**config.mk**
```make
export PLATFORM = sky130hd
export DESIGN_NAME = dms_ctrl_flat
export DESIGN_NICKNAME = d
export VERILOG_FILES = /design/src/hw/dms_pkg.sv /design/src/hw/dms_if.sv /design/src/hw/dms_ctrl.sv /design/src/flat_wrapper.sv
export VERILOG_INCLUDE_DIRS = /design/src /design/src/hw
export SDC_FILE = /design/constraint.sdc
export NUM_CORES = 1
export LEC_CHECK = 0
export ABC_CLOCK_PERIOD_IN_PS = 2420
export BUFFER_PORTS_ARGS = -buffer_cell sky130_fd_sc_hd__buf_2
export CORE_MARGIN = 1.5
export CORE_UTILIZATION = 45
export CTS_CLUSTER_DIAMETER = 50
export DETAILED_ROUTE_END_ITERATION = 10
export PLACE_DENSITY_LB_ADDON = 0.2
export SLEW_MARGIN = 0
export SYNTH_ARGS = -nofsm -noshare
export SYNTH_HDL_FRONTEND = slang
export SYNTH_SLANG_ARGS = --single-unit
```
**constraint.sdc**
```tcl
create_clock -name sys_clk -period 2.42 [get_ports sys_clk]
set_input_delay 0.121 -clock sys_clk [delete_from_list [all_inputs] [get_ports sys_clk]]
set_output_delay 0.121 -clock sys_clk [all_outputs]
set_load 0.02 [all_outputs]
```
**src/hw/dms_defines.svh**
```systemverilog
`ifndef DMS_DEFINES_SVH
`define DMS_DEFINES_SVH
`define DMS_CLK_NS 50
`define DMS_CEIL(ns) (((ns) + `DMS_CLK_NS - 1) / `DMS_CLK_NS)
`define DMS_T_MOD_NS 600
`define DMS_T_MRD_NS 400
`define DMS_T_RP_NS 300
`define DMS_T_RFC_NS 1000
`define DMS_T_CKSRE_NS 500
`define DMS_T_CKSRX_NS 500
`define DMS_T_XS_NS 1000
`define DMS_T_XS_ABORT_NS 700
`define DMS_T_DLLK_NS 20000
`define DMS_C_MOD `DMS_CEIL(`DMS_T_MOD_NS)
`define DMS_C_MRD `DMS_CEIL(`DMS_T_MRD_NS)
`define DMS_C_RP `DMS_CEIL(`DMS_T_RP_NS)
`define DMS_C_RFC `DMS_CEIL(`DMS_T_RFC_NS)
`define DMS_C_CKSRE `DMS_CEIL(`DMS_T_CKSRE_NS)
`define DMS_C_CKSRX `DMS_CEIL(`DMS_T_CKSRX_NS)
`define DMS_C_XS `DMS_CEIL(`DMS_T_XS_NS)
`define DMS_C_XS_ABORT `DMS_CEIL(`DMS_T_XS_ABORT_NS)
`define DMS_C_DLLK `DMS_CEIL(`DMS_T_DLLK_NS)
`define DMS_OP_MRS 3'h0
`define DMS_OP_REF 3'h1
`define DMS_OP_PRE 3'h2
`define DMS_OP_RD 3'h5
`define DMS_SEL_MODE_ZERO 3'h0
`define DMS_SEL_MODE_ONE 3'h1
`define DMS_SEL_MODE_TWO 3'h2
`define DMS_SEL_MODE_FOUR 3'h4
`define DMS_RL_FIELD_LSB 2
`define DMS_LOOP_RST_BIT 8
`define DMS_LOOP_EN_BIT 0
`define DMS_ADD_LAT_LSB 3
`define DMS_TERM_FIELD_LSB 8
`define DMS_WL_FIELD_LSB 3
`define DMS_ABORT_BIT 9
`define DMS_PREA_BIT 10
`define DMS_OFF_RL 5'h0A
`define DMS_OFF_WL 5'h09
`define DMS_REG_CTRL 2'h0
`define DMS_REG_STAT 2'h1
`define DMS_CTRL_GO_OFF 0
`define DMS_CTRL_GO_ON 1
`define DMS_CTRL_ABORT 3
`define DMS_CTRL_RL_LSB 8
`define DMS_CTRL_WL_LSB 16
`endif

```
**src/hw/dms_pkg.sv**
```systemverilog
`default_nettype none
package dms_pkg;
  typedef struct packed {
    logic cke;
    logic cs_n;
    logic act_line_low;
    logic [2:0] op;
    logic [1:0] bg;
    logic [1:0] ba;
    logic [13:0] a;
    logic term_ctl;
  } dms_cmd_t;

  typedef enum logic [3:0] {
    C_IDLE, C_PREA, C_ABORT_SET, C_TERM, C_LOOP_OFF, C_SRE, C_FREQ, C_SRX,
    C_LOOP_ON, C_RL, C_WL, C_REF, C_WAIT
  } dms_ctrl_state_t;
endpackage
`default_nettype wire

```
**src/hw/dms_if.sv**
```systemverilog
`timescale 1ns/10ps
`default_nettype none
interface dms_if;
  logic cke;
  logic cs_n;
  logic activate_line_low;
  logic ras_n;
  logic cas_n;
  logic we_n;
  logic [1:0] bg;
  logic [1:0] ba;
  logic [13:0] a;
  logic termination_control;
  logic freq_low;
  logic strobe;
  logic [7:0] dq;

  modport ctrl (
    output cke, cs_n, activate_line_low, ras_n, cas_n, we_n, bg, ba, a,
    output termination_control, freq_low,
    input strobe, dq
  );
  modport dev (
    input cke, cs_n, activate_line_low, ras_n, cas_n, we_n, bg, ba, a,
    input termination_control, freq_low,
    output strobe, dq
  );
endinterface
`default_nettype wire

```
**src/hw/dms_ctrl.sv**
```systemverilog
`timescale 1ns/10ps
`default_nettype none
`include "dms_defines.svh"
module dms_ctrl (
  // clock and reset
  input wire logic sys_clk,
  input wire logic rst_n,
  // avalon-mm slave
  input wire logic [1:0] avs_address,
  input wire logic avs_read,
  input wire logic avs_write,
  input wire logic [31:0] avs_writedata,
  output logic [31:0] avs_readdata,
  output logic avs_waitrequest,
  // link
  dms_if.ctrl lnk,
  // user side
  output logic busy,
  output logic loop_on,
  output logic rd_strobe,
  output logic [7:0] rd_data
);
  typedef struct packed {
    logic av_wait;
    logic [31:0] rdata;
    dms_pkg::dms_ctrl_state_t state;
    dms_pkg::dms_ctrl_state_t ret;
    logic [8:0] cnt;
    logic path_off;
    logic abort_en;
    logic [4:0] rl_on;
    logic [4:0] wl_on;
    logic loop_on;
    logic busy;
    dms_pkg::dms_cmd_t k;
    logic freq_low;
    logic strobe;
    logic [7:0] data;
  } dms_ctrl_st_t;

  dms_ctrl_st_t st;
  dms_ctrl_st_t next_st;
  logic req;

  function automatic dms_pkg::dms_cmd_t mk(input logic [2:0] op, input logic [2:0] sel,
                                           input logic [13:0] a);
    dms_pkg::dms_cmd_t c;
    c.cke = 1'b1;
    c.cs_n = 1'b0;
    c.act_line_low = 1'b1;
    c.op = op;
    c.bg = {1'b0, sel[2]};
    c.ba = sel[1:0];
    c.a = a;
    c.term_ctl = 1'b0;
    return c;
  endfunction

  always_comb
  begin
    next_st = st;
    req = avs_read || avs_write;
    // deselect on every idle or waiting edge, clock enable kept
    next_st.k = mk(3'h7, 3'h0, 14'h0000);
    next_st.k.cs_n = 1'b1;
    next_st.k.cke = st.k.cke;
    next_st.k.term_ctl = 1'b0;
    // read capture aligned by the link strobe, not by latency count
    next_st.strobe = lnk.strobe;
    if (lnk.strobe)
      next_st.data = lnk.dq;
    next_st.av_wait = !(req && st.av_wait);
    if (req && st.av_wait)
    begin
      case (avs_address)
        `DMS_REG_CTRL: next_st.rdata = {11'h000, st.wl_on, 3'h0, st.rl_on, 4'h0, st.abort_en, 3'h0};
        `DMS_REG_STAT: next_st.rdata = {24'h000000, st.state, 1'b0, st.freq_low, st.loop_on, st.busy};
        default: next_st.rdata = 32'h00000000;
      endcase
    end
    if (avs_write && !st.av_wait && avs_address == `DMS_REG_CTRL && st.state == dms_pkg::C_IDLE)
    begin
      next_st.abort_en = avs_writedata[`DMS_CTRL_ABORT];
      next_st.rl_on = avs_writedata[`DMS_CTRL_RL_LSB +: 5];
      next_st.wl_on = avs_writedata[`DMS_CTRL_WL_LSB +: 5];
      if (avs_writedata[`DMS_CTRL_GO_OFF] && st.loop_on)
      begin
        next_st.path_off = 1'b1;
        next_st.state = dms_pkg::C_PREA;
      end
      else if (avs_writedata[`DMS_CTRL_GO_ON] && !st.loop_on)
      begin
        next_st.path_off = 1'b0;
        next_st.state = dms_pkg::C_PREA;
      end
    end
    case (st.state)
      dms_pkg::C_IDLE: ;
      dms_pkg::C_PREA:
      begin
        // closing every bank gives the idle state self refresh needs
        next_st.k = mk(`DMS_OP_PRE, 3'h0, 14'(1 << `DMS_PREA_BIT));
        next_st.cnt = 9'(`DMS_C_RP);
        next_st.ret = dms_pkg::C_ABORT_SET;
        next_st.state = dms_pkg::C_WAIT;
      end
      dms_pkg::C_ABORT_SET:
      begin
        next_st.k = mk(`DMS_OP_MRS, `DMS_SEL_MODE_FOUR, 14'({st.abort_en, 9'h000}));
        next_st.cnt = 9'(`DMS_C_MRD);
        next_st.ret = dms_pkg::C_TERM;
        next_st.state = dms_pkg::C_WAIT;
      end
      dms_pkg::C_TERM:
      begin
        // nominal termination to high-impedance before any loop change
        next_st.k = mk(`DMS_OP_MRS, `DMS_SEL_MODE_ONE, {13'h0000, st.loop_on});
        next_st.cnt = 9'(`DMS_C_MOD);
        next_st.ret = st.path_off ? dms_pkg::C_LOOP_OFF : dms_pkg::C_SRE;
        next_st.state = dms_pkg::C_WAIT;
      end
      dms_pkg::C_LOOP_OFF:
      begin
        next_st.k = mk(`DMS_OP_MRS, `DMS_SEL_MODE_ONE, 14'h0000);
        next_st.loop_on = 1'b0;
        next_st.cnt = 9'(`DMS_C_MOD);
        next_st.ret = dms_pkg::C_SRE;
        next_st.state = dms_pkg::C_WAIT;
      end
      dms_pkg::C_SRE:
      begin
        next_st.k = mk(`DMS_OP_REF, 3'h0, 14'h0000);
        next_st.k.cke = 1'b0;
        next_st.cnt = 9'(`DMS_C_CKSRE);
        next_st.ret = dms_pkg::C_FREQ;
        next_st.state = dms_pkg::C_WAIT;
      end
      dms_pkg::C_FREQ:
      begin
        // clock rate only moves inside self refresh
        next_st.freq_low = st.path_off;
        next_st.cnt = 9'(`DMS_C_CKSRX);
        next_st.ret = dms_pkg::C_SRX;
        next_st.state = dms_pkg::C_WAIT;
      end
      dms_pkg::C_SRX:
      begin
        next_st.k.cke = 1'b1;
        // abort-enabled exit waits the shorter abort delay, otherwise the full exit delay
        next_st.cnt = st.abort_en ? 9'(`DMS_C_XS_ABORT) : 9'(`DMS_C_XS);
        next_st.ret = st.path_off ? dms_pkg::C_RL : dms_pkg::C_LOOP_ON;
        next_st.state = dms_pkg::C_WAIT;
      end
      dms_pkg::C_LOOP_ON:
      begin
        next_st.k = mk(`DMS_OP_MRS, `DMS_SEL_MODE_ONE, 14'h0001);
        next_st.loop_on = 1'b1;
        next_st.cnt = 9'(`DMS_C_MRD);
        next_st.ret = dms_pkg::C_RL;
        next_st.state = dms_pkg::C_WAIT;
      end
      dms_pkg::C_RL:
      begin
        if (st.path_off)
          next_st.k = mk(`DMS_OP_MRS, `DMS_SEL_MODE_ZERO, 14'({`DMS_OFF_RL, 2'h0}));
        else
          next_st.k = mk(`DMS_OP_MRS, `DMS_SEL_MODE_ZERO, 14'({1'b1, 1'b0, st.rl_on, 2'h0}));
        next_st.cnt = 9'(`DMS_C_MRD);
        next_st.ret = dms_pkg::C_WL;
        next_st.state = dms_pkg::C_WAIT;
      end
      dms_pkg::C_WL:
      begin
        next_st.k = mk(`DMS_OP_MRS, `DMS_SEL_MODE_TWO, 14'({st.path_off ? `DMS_OFF_WL : st.wl_on, 3'h0}));
        // lock time counted from here outlasts it from the loop reset
        next_st.cnt = st.path_off ? 9'(`DMS_C_MOD) : 9'(`DMS_C_DLLK);
        next_st.ret = dms_pkg::C_REF;
        next_st.state = dms_pkg::C_WAIT;
      end
      dms_pkg::C_REF:
      begin
        next_st.k = mk(`DMS_OP_REF, 3'h0, 14'h0000);
        next_st.cnt = 9'(`DMS_C_RFC);
        next_st.ret = dms_pkg::C_IDLE;
        next_st.state = dms_pkg::C_WAIT;
      end
      dms_pkg::C_WAIT:
      begin
        next_st.cnt = st.cnt - 9'h001;
        if (st.cnt == 9'h001)
          next_st.state = st.ret;
      end
      default: next_st.state = dms_pkg::C_IDLE;
    endcase
    next_st.busy = next_st.state != dms_pkg::C_IDLE;
  end

  always_ff @(posedge sys_clk)
  begin
    if (!rst_n)
    begin
      st <= '0;
      st.av_wait <= 1'b1;
      st.loop_on <= 1'b1;
      st.state <= dms_pkg::C_IDLE;
      st.ret <= dms_pkg::C_IDLE;
      st.rl_on <= `DMS_OFF_RL;
      st.wl_on <= `DMS_OFF_WL;
      st.k <= '1;
      st.k.op <= 3'h7;
      st.k.term_ctl <= 1'b0;
    end
    else
      st <= next_st;
  end

  assign avs_readdata = st.rdata;
  assign avs_waitrequest = st.av_wait;
  assign busy = st.busy;
  assign loop_on = st.loop_on;
  assign rd_strobe = st.strobe;
  assign rd_data = st.data;
  assign lnk.cke = st.k.cke;
  assign lnk.cs_n = st.k.cs_n;
  assign lnk.activate_line_low = st.k.act_line_low;
  assign lnk.ras_n = st.k.op[2];
  assign lnk.cas_n = st.k.op[1];
  assign lnk.we_n = st.k.op[0];
  assign lnk.bg = st.k.bg;
  assign lnk.ba = st.k.ba;
  assign lnk.a = st.k.a;
  assign lnk.termination_control = st.k.term_ctl;
  assign lnk.freq_low = st.freq_low;
endmodule
`default_nettype wire

```
**src/flat_wrapper.sv**
```systemverilog
// flat-port wrapper written by rule: the top's interface ports become plain ports
module dms_ctrl_flat 
  (sys_clk, rst_n, avs_address, avs_read, avs_write, avs_writedata, avs_readdata, avs_waitrequest, busy, loop_on, rd_strobe, rd_data, lnk_cke, lnk_cs_n, lnk_activate_line_low, lnk_ras_n, lnk_cas_n, lnk_we_n, lnk_bg, lnk_ba, lnk_a, lnk_termination_control, lnk_freq_low, lnk_strobe, lnk_dq);
  dms_if lnk_i ();
  input wire logic sys_clk;
  input wire logic rst_n;
  input wire logic [1:0] avs_address;
  input wire logic avs_read;
  input wire logic avs_write;
  input wire logic [31:0] avs_writedata;
  output logic [31:0] avs_readdata;
  output logic avs_waitrequest;
  output logic busy;
  output logic loop_on;
  output logic rd_strobe;
  output logic [7:0] rd_data;
  output wire logic [$bits(lnk_i.cke)-1:0] lnk_cke;
  output wire logic [$bits(lnk_i.cs_n)-1:0] lnk_cs_n;
  output wire logic [$bits(lnk_i.activate_line_low)-1:0] lnk_activate_line_low;
  output wire logic [$bits(lnk_i.ras_n)-1:0] lnk_ras_n;
  output wire logic [$bits(lnk_i.cas_n)-1:0] lnk_cas_n;
  output wire logic [$bits(lnk_i.we_n)-1:0] lnk_we_n;
  output wire logic [$bits(lnk_i.bg)-1:0] lnk_bg;
  output wire logic [$bits(lnk_i.ba)-1:0] lnk_ba;
  output wire logic [$bits(lnk_i.a)-1:0] lnk_a;
  output wire logic [$bits(lnk_i.termination_control)-1:0] lnk_termination_control;
  output wire logic [$bits(lnk_i.freq_low)-1:0] lnk_freq_low;
  input wire logic [$bits(lnk_i.strobe)-1:0] lnk_strobe;
  input wire logic [$bits(lnk_i.dq)-1:0] lnk_dq;
  assign lnk_cke = lnk_i.cke;
  assign lnk_cs_n = lnk_i.cs_n;
  assign lnk_activate_line_low = lnk_i.activate_line_low;
  assign lnk_ras_n = lnk_i.ras_n;
  assign lnk_cas_n = lnk_i.cas_n;
  assign lnk_we_n = lnk_i.we_n;
  assign lnk_bg = lnk_i.bg;
  assign lnk_ba = lnk_i.ba;
  assign lnk_a = lnk_i.a;
  assign lnk_termination_control = lnk_i.termination_control;
  assign lnk_freq_low = lnk_i.freq_low;
  assign lnk_i.strobe = lnk_strobe;
  assign lnk_i.dq = lnk_dq;
  dms_ctrl u_core (.sys_clk(sys_clk), .rst_n(rst_n), .avs_address(avs_address), .avs_read(avs_read), .avs_write(avs_write), .avs_writedata(avs_writedata), .avs_readdata(avs_readdata), .avs_waitrequest(avs_waitrequest), .lnk(lnk_i), .busy(busy), .loop_on(loop_on), .rd_strobe(rd_strobe), .rd_data(rd_data));
endmodule
```
==> results.md <==
* Outcome: complete, but fails checks
* Failing checks: negative hold slack
* Max layer used: met4
* Initial antenna violation count at 0
* Synth Register Bits at 78
* CP delay by family, top: simple AND/OR/NAND/NOR gates
* Worst Max-Slew Pin Slew at ~0.74 ns
* Drt first pass iters at 4
* Vias in the first global route at 2,626
* Num rows at 33
* IO Port Bufs at 81
* Vert. Die Dim at 94.4 microns
* CTS clk-pin slew, worst paths at 0.09 ns
* N_diodes at 0
* First-pass GRT wire length at about 13,000 microns
* Setup total negative slack at 0 ns
* Share of layout cells above drive strength 1 at 0.268
* Post-synth top flop: dfxtp_1
* Starting density of the core at 0.462
* Synth area leaders: dfxtp_1 42%, buf_4 12%, mux2i_1 5.6%, a22o_1 4.2%, nand2_1 3.6%
* EDFF count, synth at 0
* 1st-iter DRT viols at 167
* WL met1 at 3760 microns
* Fin crit period at 2.01 ns
* WL met2 at 3910 microns
* Critical Path Sink Type: flop
* Slew headroom at 0.508
* Post-DP Area at 0.00386 sq mm
* Total core area at 0.00813 sq mm
* Cell area after synthesis at around 0.0038 sq mm
* Place WS at 0.439 ns
* Antenna Nets Post-Route at 0
* Met3 WL post-DR at 409 microns
* Setup bufs post-CTS at 0
* Comb pwr share at 0.328
* Grt ovf at 0
* Final nets at between 500 and 600
* Ys Warns at 0
* Clock power share at 0.268
* P_int at 2400 uW
* Worst-path maximum fanout at 11
* Root Buffer: clkbuf_8
* Pwr/cell area at 905 mW/mm^2
* Hold Fails Final Rpt at 1
* Sequential power share at 0.403
* Fmax at 497 MHz
* Pins Over Slew Limit at 0
* Die ar. at 0.00891 sq mm
* CTS tree: yes
* Cts bufs inserted at 9
* Worst Path Arrival at 2.32 ns
* Switching Share at 0.369
* Total Routing Usage GR at 0.187
* Final Skew at 0.0151 ns
* Max rail drop VDD at 0.000334 V
* Max-Cap Viols at 0
* Area delta synth->final at 12.0%
* CP max stage delay at 0.53 ns
* H-Tree Depth at 3
* Vias at 2,924
* Area leader, netlist: dfxtp_1
* Worst hold slack at -0.00141 ns
* Design Area, Final at 0.00421 sq mm
* Final setup viols at 0
* Crit path max-delay cell type: nor3_1
* Share of async-settable or async-resettable flops after synthesis at 0
* Buf/Inv on CP at 2
* Largest net degree at the start of global routing at 34
* Gp weighted congestion at 0.859
* Synth Instances at 413
* RSZ-0062 raised after global routing: false
* CP Launch Type: flop
* Drc violations at 0
* Hold Startpoint: avs_writedata[8]
* Leakage at 0.00195 uW
* Period Utilization, post-route at 0.831
* HPWL Detailed at 5430 microns
* Commonest non-fill, non-tap cell in the layout: buf_2
* Clk sinks at 78
* Seq/Total Area, Yosys at 0.415
* Req. time, crit path at 2.73 ns
* Longest Clk Path Bufs at 2
* Sw Pwr at 1400 uW
* Worst setup path class: reg2reg
* Cell variety after synth at 61
* Commonest cells after routing, fill and taps aside: 81 x buf_2, 78 x dfxtp_1, 36 x nand2_1, 33 x nor2_1, 21 x mux2i_1
* Routed length per instance at ~14 microns
* Routed WL at 8150 microns
* Die Span X at between 90 and 100 microns
* Crit-path cells: inv_1, ha_1, inv_1, nor3_1, o21ai_0, nand3_1
* Worst setup path start: u_core.st[64]
* FF-to-FF Start: u_core.st[64]
* Top-level port count at approximately 120
* Synth Area per Inst at 9.10 sq um
* Worst setup margin at 0.408 ns
* Clk_lat worst skew at 0.37 ns
* Crit path top cell by count: inv_1
* Hold WC Path Type: in2reg
* Post-synth top area share at 0.415
* Via density per instance at 5.12
==> cells by family (layout without fill, tap and decap cells) <==
group | after synthesis | after routing | share of synthesized area
adder cells (fa/ha/maj) | 6 | 6 | 0.0200
buffers and inverters | 94 | 133 | 0.164
other | 2 | 16 | 0.00200
flip-flops | 78 | 78 | 0.415
AND/OR/NAND/NOR | 122 | 122 | 0.171
XOR/XNOR | 1 | 1 | 0.00233
multiplexers | 22 | 22 | 0.0589
AO/OA/AOI/OAI | 88 | 88 | 0.166
==> cells in the mapped netlist, types with 3 or more instances <==
| cell | number |
|---|---|
| a21o_1 | 4 |
| a21oi_1 | 16 |
| a221oi_1 | 4 |
| a22o_1 | 18 |
| and2_1 | 4 |
| buf_2 | 9 |
| buf_4 | 61 |
| buf_6 | 3 |
| clkbuf_1 | 11 |
| dfxtp_1 | 78 |
| ha_1 | 6 |
| inv_1 | 8 |
| mux2i_1 | 21 |
| nand2_1 | 36 |
| nand2b_1 | 3 |
| nand3_1 | 8 |
| nand3b_1 | 4 |
| nor2_1 | 33 |
| nor2b_1 | 4 |
| nor3_1 | 7 |
| nor3b_1 | 4 |
| o211ai_1 | 3 |
| o21ai_0 | 16 |
| o22ai_1 | 3 |
==> power by group through the flow <==
stage | Sequential (uW) | Combinational (uW) | Clock (uW)
after detailed placement | 1560 | 1220 | 0
after global placement | 1550 | 1210 | 0
after floorplan | 1570 | 948 | 0
final | 1540 | 1250 | 1020
after CTS | 1540 | 1250 | 1030
after global routing | 1560 | 1380 | 1090
==> sequential cells by signal (all words and copies together), names as in the netlist <==
register and count:
u_core.avs_waitrequest 1, u_core.lnk.we_n 1, u_core.lnk.cke 1, u_core.avs_readdata 18, u_core.lnk.ras_n 1, u_core.lnk.a 11
u_core.st 29, u_core.loop_on 1, u_core.lnk.ba 2, u_core.lnk.cas_n 1, u_core.rd_data 8, u_core.lnk.bg 1
u_core.lnk.freq_low 1, u_core.rd_strobe 1, u_core.busy 1
==> metrics by stage <==
| step | std cells | power (uW) | hold slack, ns | utilization |
|---|---|---|---|---|
| finish | 571 | 3810 | -0.00141 | 0.518 |
| global route | 571 | 4030 | 0.00913 | 0.518 |
| CTS | 571 | 3820 | 0.000427 | 0.518 |
| detailed placement | 540 | 2780 | 0.340 | 0.474 |
| global placement | 540 | 2770 | 0.333 | 0.474 |
| floorplan | 427 | 2520 | 0.246 | - |
==> per-layer routing <==
metal,global-route usage,up-vias
li1,-,1456
met1,0.237,1381
met2,0.316,82
met3,0.0443,5
met4,0.0572,0
met5,0,-
==> worst reg2reg max path, cell delays in order (launching register included) <==
cell,delay [ns]
dfxtp_1,0.36
inv_1,0.12
ha_1,0.45
inv_1,0.18
nor3_1,0.53
o21ai_0,0.20
nand3_1,0.12
==> what timing repair did <==
item / in CTS / in global routing
gates resized for setup: 0 / 0
hold buffers: 15 / 0
hold endpoints to repair: 15 / 0
==> path summary, 6_finish.rpt <==
check / to / slack (ns) / cells past startpoint
min: u_core.st[42] / -0.001 / 3
max reg2reg: u_core.lnk.a[5] / 0.41 / 6
max: u_core.lnk.a[5] / 0.41 / 6
min reg2reg: u_core.lnk.a[7] / 0.45 / 2
==> final cells by class <==
class | instances | area [sq um]
Fill cell | 765 | 3920
Multi-Input combinational cell | 255 | 1630
Sequential cell | 78 | 1560
Timing Repair Buffer | 108 | 646
Tap cell | 105 | 131
Clock buffer | 9 | 124
Clock inverter | 7 | 80.1
Inverter | 9 | 33.8
(Power assumes the default switching activity.)
